**src/sfhb_map.vh**
```
// Constants for the synchronous flash host bus interface
`ifndef SFHB_MAP_VH
`define SFHB_MAP_VH

// Address and data pin layout
`define SFHB_ADDR_W        21
`define SFHB_BYTE_SEL_BIT  0
`define SFHB_BANK_SEL_BIT  1
`define SFHB_DATA_W        16

// Output latency setting, in whole clock periods
`define SFHB_LAT_W         3
`define SFHB_LAT_MIN       3'h1

// Queued write-state-machine operations
`define SFHB_QUEUE_W       3
`define SFHB_QUEUE_MAX     3'h7

// Reset values
`define SFHB_DATA_RST      16'h0000
`define SFHB_ADDR_RST      21'h000000
`define SFHB_SYNC_RST      8'h1F

// Identifier codes: arbitrary neutral values
`define SFHB_MFR_CODE      16'h00A5
`define SFHB_DEV_CODE      16'h5A3C

`endif

```
**src/sfhb_bus_if.v**
```verilog
// Pin-level host bus interface of a synchronous pipelined flash memory
`timescale 1ns/1ps
`include "sfhb_map.vh"
module sfhb_bus_if #(
    parameter [15:0] MFR_CODE = `SFHB_MFR_CODE, // arbitrary value
    parameter [15:0] DEV_CODE = `SFHB_DEV_CODE  // arbitrary value
) (
    // Clock and reset
    input  wire                      clk,
    input  wire                      rst_n,
    // Synchronous bus, sampled on clk
    input  wire [`SFHB_ADDR_W-1:0]   addr,
    input  wire                      address_valid_n,
    input  wire [`SFHB_DATA_W-1:0]   data_in,
    // Asynchronous control pins
    input  wire                      powerdown_reset_n,
    input  wire                      chip_select_0_n,
    input  wire                      chip_select_1_n,
    input  wire                      output_enable_n,
    input  wire                      write_enable_n,
    input  wire                      write_protect_n,
    input  wire                      width_select,
    input  wire                      vpp_valid,
    // Data lanes
    output reg  [`SFHB_DATA_W-1:0]   data_lanes_out,
    output reg                       data_low_oe,
    output reg                       data_high_oe,
    // Ready/busy open drain
    output reg                       ready_busy_n_out,
    output reg                       ready_busy_n_oe,
    // Configuration and mode from the command decoder
    input  wire [`SFHB_LAT_W-1:0]    output_latency_setting,
    input  wire                      id_mode_set,
    input  wire                      array_mode_set,
    // Array read port
    output reg                       array_read,
    output reg  [`SFHB_ADDR_W-1:0]   array_addr,
    output reg                       array_bank,
    input  wire [`SFHB_DATA_W-1:0]   array_rdata,
    // Command interface capture
    output reg                       cmd_write,
    output reg  [`SFHB_ADDR_W-1:0]   cmd_addr,
    output reg  [`SFHB_DATA_W-1:0]   cmd_data,
    // Write state machine
    input  wire                      op_request,
    input  wire                      op_is_program,
    input  wire                      block_lock_status_bit,
    input  wire                      op_done,
    input  wire                      erase_suspended,
    output reg                       op_accept,
    output reg                       op_refused,
    output reg                       program_active,
    output reg                       wsm_abort
);

    // Synchroniser stages for asynchronous pins
    reg [7:0] sync_a;
    reg [7:0] sync_b;
    wire      pd_n   = sync_b[0];
    wire      cs_sel = ~sync_b[1] & ~sync_b[2];
    wire      oe_n_s = sync_b[3];
    wire      we_n_s = sync_b[4];
    wire      wp_pin = sync_b[5];
    wire      wide   = sync_b[6];
    wire      vpp_ok = sync_b[7];

    // Internal state
    reg                       we_n_prev;
    reg                       wp_level;
    reg                       id_mode;
    reg [`SFHB_QUEUE_W-1:0]   queue_cnt;
    reg [`SFHB_ADDR_W-1:0]    read_addr;
    reg [`SFHB_LAT_W-1:0]     lat_cnt;
    reg                       lat_run;
    reg                       selected;

    // Derived terms
    wire busy       = (queue_cnt != 3'h0);
    wire low_bit    = wide ? read_addr[`SFHB_BANK_SEL_BIT] : read_addr[`SFHB_BYTE_SEL_BIT];
    wire we_rise    = we_n_s & ~we_n_prev;
    wire protected_ = ~wp_level & block_lock_status_bit;
    wire take_op    = op_request & pd_n & vpp_ok & ~protected_ & (queue_cnt != `SFHB_QUEUE_MAX);
    wire latch_ok   = pd_n & selected & ~address_valid_n & ~program_active;

    // Two-stage synchronisers; the first stage feeds only the second
    always @(posedge clk or negedge rst_n) begin
        if (!rst_n) begin
            sync_a <= `SFHB_SYNC_RST; // Idle pin levels, so no false strobe edge follows reset
            sync_b <= `SFHB_SYNC_RST;
        end else begin
            sync_a <= {vpp_valid, width_select, write_protect_n, write_enable_n,
                       output_enable_n, chip_select_1_n, chip_select_0_n, powerdown_reset_n};
            sync_b <= sync_a;
        end
    end

    // Selection and write-protect tracking
    always @(posedge clk or negedge rst_n) begin
        if (!rst_n) begin
            selected  <= 1'b0;
            we_n_prev <= 1'b1;
            wp_level  <= 1'b0;
        end else begin
            selected  <= cs_sel;
            we_n_prev <= we_n_s;
            if (pd_n)
                wp_level <= wp_pin;
        end
    end

    // Read address latch and array request
    always @(posedge clk or negedge rst_n) begin
        if (!rst_n) begin
            read_addr  <= `SFHB_ADDR_RST;
            array_read <= 1'b0;
            array_addr <= `SFHB_ADDR_RST;
            array_bank <= 1'b0;
        end else begin
            array_read <= 1'b0;
            if (latch_ok) begin
                read_addr  <= addr;
                array_read <= ~id_mode;
                // byte bit dropped in wide mode
                array_addr <= wide ? {addr[`SFHB_ADDR_W-1:1], 1'b0} : addr;
                array_bank <= addr[`SFHB_BANK_SEL_BIT];
            end
        end
    end

    // Latency counter; state only moves on clock edges so a stopped clock loses nothing
    always @(posedge clk or negedge rst_n) begin
        if (!rst_n) begin
            lat_cnt <= `SFHB_LAT_MIN;
            lat_run <= 1'b0;
        end else if (!pd_n) begin
            lat_run <= 1'b0;
        end else if (latch_ok) begin
            lat_cnt <= (output_latency_setting < `SFHB_LAT_MIN) ? `SFHB_LAT_MIN : output_latency_setting;
            lat_run <= 1'b1;
        end else if (lat_run) begin
            if (lat_cnt == `SFHB_LAT_MIN)
                lat_run <= 1'b0;
            else
                lat_cnt <= lat_cnt - 3'h1;
        end
    end

    // Output data register
    always @(posedge clk or negedge rst_n) begin
        if (!rst_n) begin
            data_lanes_out <= `SFHB_DATA_RST;
        end else if (lat_run && lat_cnt == `SFHB_LAT_MIN) begin
            if (id_mode) begin
                data_lanes_out <= low_bit ? DEV_CODE : MFR_CODE;
            end else if (wide) begin
                data_lanes_out <= array_rdata;
            end else begin
                data_lanes_out <= {8'h00, read_addr[`SFHB_BYTE_SEL_BIT] ? array_rdata[15:8] : array_rdata[7:0]};
            end
        end
    end

    // Output enables; chip select overrides output-enable
    always @(posedge clk or negedge rst_n) begin
        if (!rst_n) begin
            data_low_oe  <= 1'b0;
            data_high_oe <= 1'b0;
        end else begin
            // drive only when selected and enabled
            data_low_oe  <= pd_n & cs_sel & ~oe_n_s;
            // high lanes float in byte mode
            data_high_oe <= pd_n & cs_sel & ~oe_n_s & wide;
        end
    end

    // Command interface capture on write strobe rising edge
    always @(posedge clk or negedge rst_n) begin
        if (!rst_n) begin
            cmd_write <= 1'b0;
            cmd_addr  <= `SFHB_ADDR_RST;
            cmd_data  <= `SFHB_DATA_RST;
        end else begin
            cmd_write <= 1'b0;
            if (we_rise && pd_n && cs_sel && oe_n_s) begin
                cmd_write <= 1'b1;
                cmd_addr  <= addr;
                cmd_data  <= wide ? data_in : {8'h00, data_in[7:0]};
            end
        end
    end

    // Read mode: identifier or array
    always @(posedge clk or negedge rst_n) begin
        if (!rst_n) begin
            id_mode <= 1'b0;
        end else if (!pd_n) begin
            id_mode <= 1'b0;
        end else if (array_mode_set) begin
            id_mode <= 1'b0;
        end else if (id_mode_set) begin
            id_mode <= 1'b1;
        end
    end

    // Write state machine queue and handshake
    always @(posedge clk or negedge rst_n) begin
        if (!rst_n) begin
            queue_cnt      <= 3'h0;
            op_accept      <= 1'b0;
            op_refused     <= 1'b0;
            program_active <= 1'b0;
            wsm_abort      <= 1'b0;
        end else if (!pd_n) begin
            queue_cnt      <= 3'h0;
            op_accept      <= 1'b0;
            op_refused     <= 1'b0;
            program_active <= 1'b0;
            wsm_abort      <= 1'b1;
        end else begin
            wsm_abort  <= 1'b0;
            // locked block refused with protect low
            op_accept  <= take_op;
            op_refused <= op_request & ~take_op;
            case ({take_op, op_done & busy})
                2'b10:   queue_cnt <= queue_cnt + 3'h1;
                2'b01:   queue_cnt <= queue_cnt - 3'h1;
                default: queue_cnt <= queue_cnt;
            endcase
            if (take_op && op_is_program)
                program_active <= 1'b1;
            else if (op_done && queue_cnt == 3'h1)
                program_active <= 1'b0;
        end
    end

    // Ready/busy pin: pulled low only while busy, never floated by selects
    always @(posedge clk or negedge rst_n) begin
        if (!rst_n) begin
            ready_busy_n_out <= 1'b0;
            ready_busy_n_oe  <= 1'b0;
        end else begin
            ready_busy_n_out <= 1'b0;
            ready_busy_n_oe  <= pd_n & busy & ~erase_suspended;
        end
    end

endmodule

```
**config.mk**
```make
export PLATFORM = sky130hd
export DESIGN_NAME = sfhb_bus_if
export DESIGN_NICKNAME = d
export VERILOG_FILES = /design/src/sfhb_bus_if.v
export VERILOG_INCLUDE_DIRS = /design/src
export SDC_FILE = /design/constraint.sdc
export NUM_CORES = 1
export LEC_CHECK = 0
export BUFFER_PORTS_ARGS = -buffer_cell sky130_fd_sc_hd__buf_2
export CORE_MARGIN = 10
export CORE_UTILIZATION = 53
export CTS_BUF_LIST = sky130_fd_sc_hd__clkbuf_16
export CTS_CLUSTER_DIAMETER = 150
export DETAILED_ROUTE_END_ITERATION = 8
export PLACE_DENSITY_LB_ADDON = 0.2
export SYNTH_ARGS = -nofsm -noshare
export SYNTH_HDL_FRONTEND = slang
export SYNTH_SLANG_ARGS = --single-unit
```
**constraint.sdc**
```tcl
create_clock -name clk -period 3.29 [get_ports clk]
set_clock_uncertainty 0.15 [all_clocks]
set_input_delay 0.658 -clock clk [delete_from_list [all_inputs] [get_ports clk]]
set_output_delay 0.658 -clock clk [all_outputs]
set_load 0.02 [all_outputs]
```
==> metrics.log <==
INFO  metric crit_path_top_delay_cell = dfstp_2
INFO  metric vdd_ir_drop_max = 360 uV
INFO  metric synthesis.area = around 4400 um^2
INFO  metric clock-sinks = 111
INFO  metric final_wtd_congestion = 0.760
INFO  metric critical_path.top_delay_family = flip-flops
INFO  metric detail-route-antenna-nets = 0
INFO  metric finalCritPeriodShare = 0.661
INFO  metric synth_area_per_cell = approximately 11 um^2
INFO  metric postSynth.topFlopCell = dfrtp_1
INFO  metric die_h = 111 um
INFO  metric antenna_diode_count = 0
INFO  metric antenna_found_initial = 0
INFO  metric cp.buffers_inverters = 1
INFO  metric hold_viol = 0
INFO  metric synth.yosys.warnings = 0
INFO  metric setup_tns_final = 0 ns
INFO  metric std_cell_rows = 33
INFO  metric postLayoutCellArea = 5540 um^2
INFO  metric n_fill_cell = 662
INFO  metric wl_met3 = roughly 1.1 mm
INFO  metric numPortBuffers = 157
INFO  metric drv_slew = 0
INFO  metric total_leakage_power = 2.94 nW
INFO  metric remaining_drc_errors = 0
INFO  metric critical_path.cell_chain = nand4b_2, nor3_4, buf_12, mux2_2
INFO  metric reg2regPathDepth = 4
INFO  metric floorplan.die.width = 111 um
INFO  metric outcome = complete, no violations
INFO  metric rsz0062_at_grt = false
INFO  metric start_util = 0.541
INFO  metric area.sequential = 2790 um^2
INFO  metric synth_sequential_area_ratio = 0.631
INFO  metric via_count = 3236
INFO  metric cts_hold_repair.buffers = 0
INFO  metric tritoncts = done
INFO  metric global_route_total_overflow = 0
INFO  metric num-nets-final = slightly above 600
INFO  metric groute.usage.overall = 0.166
INFO  metric setup-violations-final = 0
INFO  metric insertion_delay = about 0.34 ns
INFO  metric netlist-cell-type-count = 40
INFO  metric final_cells = 648
INFO  metric h-tree-depth = 3
INFO  metric first_global_vias = 3498
INFO  metric grt_pass1_wl = 17.2 mm
INFO  metric drt-total-wl = 10.5 mm
INFO  metric worst-path-max-fanout = 37
INFO  metric max_cap_violations = 0
INFO  metric dp_wirelength = ~7.9 mm
INFO  metric synth.ff_latch_count = 111
INFO  metric fin_crit = between 2 and 2.5 ns
INFO  metric layout-drive-gt1-share = 0.403
INFO  metric drt-pass1-iter-count = 4
INFO  metric postPlaceCellArea = 5280 um^2
INFO  metric total_cts_buffers = 9
INFO  metric worst-endpoint-required = 3.36 ns
INFO  metric core_region_area = 8180 um^2
INFO  metric vias_per_cell = 4.99
INFO  metric synth.net_count = 468
INFO  metric worstMarginPinSlew = 0.901 ns
INFO  metric setup_fix_buffers_added_after_clock_tree_synthesis = 0
INFO  metric wl_per_cell = 16.2 um
INFO  metric timing.critical_path.to_type = flip-flop
INFO  metric detail_route.iter0.violations = 70
INFO  metric root_buffer_master = clkbuf_16
INFO  metric power.density = 708 nW/um^2
INFO  metric critPathLaunchType = flip-flop
INFO  metric areaGrowthSynthToFinish = 25.2%
INFO  metric slowest_cell_delay_on_critical_path = 0.64 ns
INFO  metric maxSlewHeadroom = 0.399
INFO  metric fmax = 460 MHz
INFO  metric multi_input_logic_area = 1450 um^2
INFO  metric holdCritPathClass = flip-flop to flip-flop
INFO  metric cts-resized-gates = 0
INFO  metric longest_clk_path_bufs = 2
INFO  metric syn_inst = between 300 and 400
INFO  metric cp.depth = 4
INFO  metric worst_ep_arrival_time = approximately 2.3 ns
INFO  metric place_inst = 632
INFO  metric route.top_layer_used = met4
INFO  metric clk_pin_slew_worst_setup_hold_paths = 0.07 ns
INFO  metric grt_max_degree = 112
INFO  metric design.portCount = 159
INFO  metric met1_length = 4.32 mm
INFO  metric synth-edff-count = 0
INFO  metric async_flop_share = 1.00
INFO  metric total_die_area = 12400 um^2
INFO  metric timing.setup.critical_path_class = flip-flop to flip-flop
INFO  metric cell_depth_of_the_worst_hold_path = 0
INFO  metric met2WireLength = roughly 5.0 mm
==> layout make-up <==
type	instances	share of cell area
clock buffer	9	0.0406
clock inverter	7	0.00745
inverter	16	0.0108
sequential	111	0.504
tap	105	0.0237
multi-input combinational	239	0.261
timing repair buffer	161	0.152
==> state kept, by name, indices dropped and copies added (netlist names), 3 cells and up <==
signal	flops
cmd_data	16
queue_cnt	3
sync_a	8
lat_cnt	3
cmd_addr	21
array_addr	21
data_lanes_out	16
sync_b	8
==> synthesized netlist by cell type (2+ instances only) <==
cell       n  share of area
xnor2_1    2         0.0040
clkbuf_1  13          0.011
dfstp_2   12          0.071
nor2b_1    7         0.0099
a22o_1     2         0.0040
o21ai_0   27          0.031
nor3_1     3         0.0034
a31oi_1    3         0.0042
and2_1     3         0.0042
dfrtp_1   99           0.56
mux2_2    30          0.076
buf_6      4          0.010
a21oi_1    8         0.0090
buf_4      4         0.0068
nand2_1   92          0.078
a21o_1     2         0.0034
inv_1     16          0.014
nand3b_1   3         0.0051
nand2b_1   4         0.0057
nor2_1    13          0.011
ha_1       7          0.020
a21boi_0   2         0.0034
o311ai_0   2         0.0040
mux2i_1    2         0.0045
a211oi_1   3         0.0051
nand3_1   10          0.011
==> cells in the final DEF (no fill, tap or decap), drive strengths merged, types with 3 or more instances in the layout <==
cell type    n
a211oi       3
a21oi        8
a31oi        3
and2         3
buf        161
clkbuf       9
dfrtp       99
dfstp       12
ha           7
inv         20
mux2        30
nand2       92
nand2b       4
nand3       10
nand3b       3
nor2        13
nor2b        7
nor3         4
o21ai       27
==> cell families after synthesis <==
kind of cell	share of synthesized area
mux	0.0809
fa+ha+maj	0.0198
compound gates	0.0712
xor+xnor	0.0110
simple gates	0.144
other cells	0.000847
flops	0.631
buf+inv	0.0416
==> worst paths after layout <==
path                            startpoint  slack (ns)      endpoint
worst min-delay path             sync_a[6]        0.20     sync_b[6]
worst min register to register   sync_a[6]        0.20     sync_b[6]
worst max-delay path             sync_b[0]        1.11  cmd_addr[20]
max in group asynchronous            rst_n        2.33   cmd_addr[5]
min in group asynchronous            rst_n        0.23    op_refused
worst max register to register   sync_b[0]        1.11  cmd_addr[20]
==> where the power goes <==
part | switching (W) | leakage [nW] | internal [W]
Sequential | 0.000165 | 1.36 | 0.00166
Combinational | 0.000678 | 1.44 | 0.000428
Clock | 0.000482 | 0.136 | 0.000510
Total | 0.00133 | 2.94 | 0.00260
==> per-layer routing <==
metal	GRT usage	vias to the layer above
met2	0.273	108
met4	0.0437	0
met5	0	-
met3	0.0811	11
li1	-	1572
met1	0.191	1545
==> per-stage QoR <==
stage           util  worst slack [ns]  power [W]  hold slack (ns)
2_1_floorplan      -              1.39    0.00253            0.181
3_3_place_gp   0.645              1.14    0.00293            0.182
3_5_place_dp   0.645              1.06    0.00297            0.189
4_1_cts        0.678              1.09    0.00397            0.204
5_1_grt        0.678              1.01    0.00416            0.209
6_report       0.678              1.11    0.00392            0.202
Note: power is estimated with default switching activity, not from simulation.
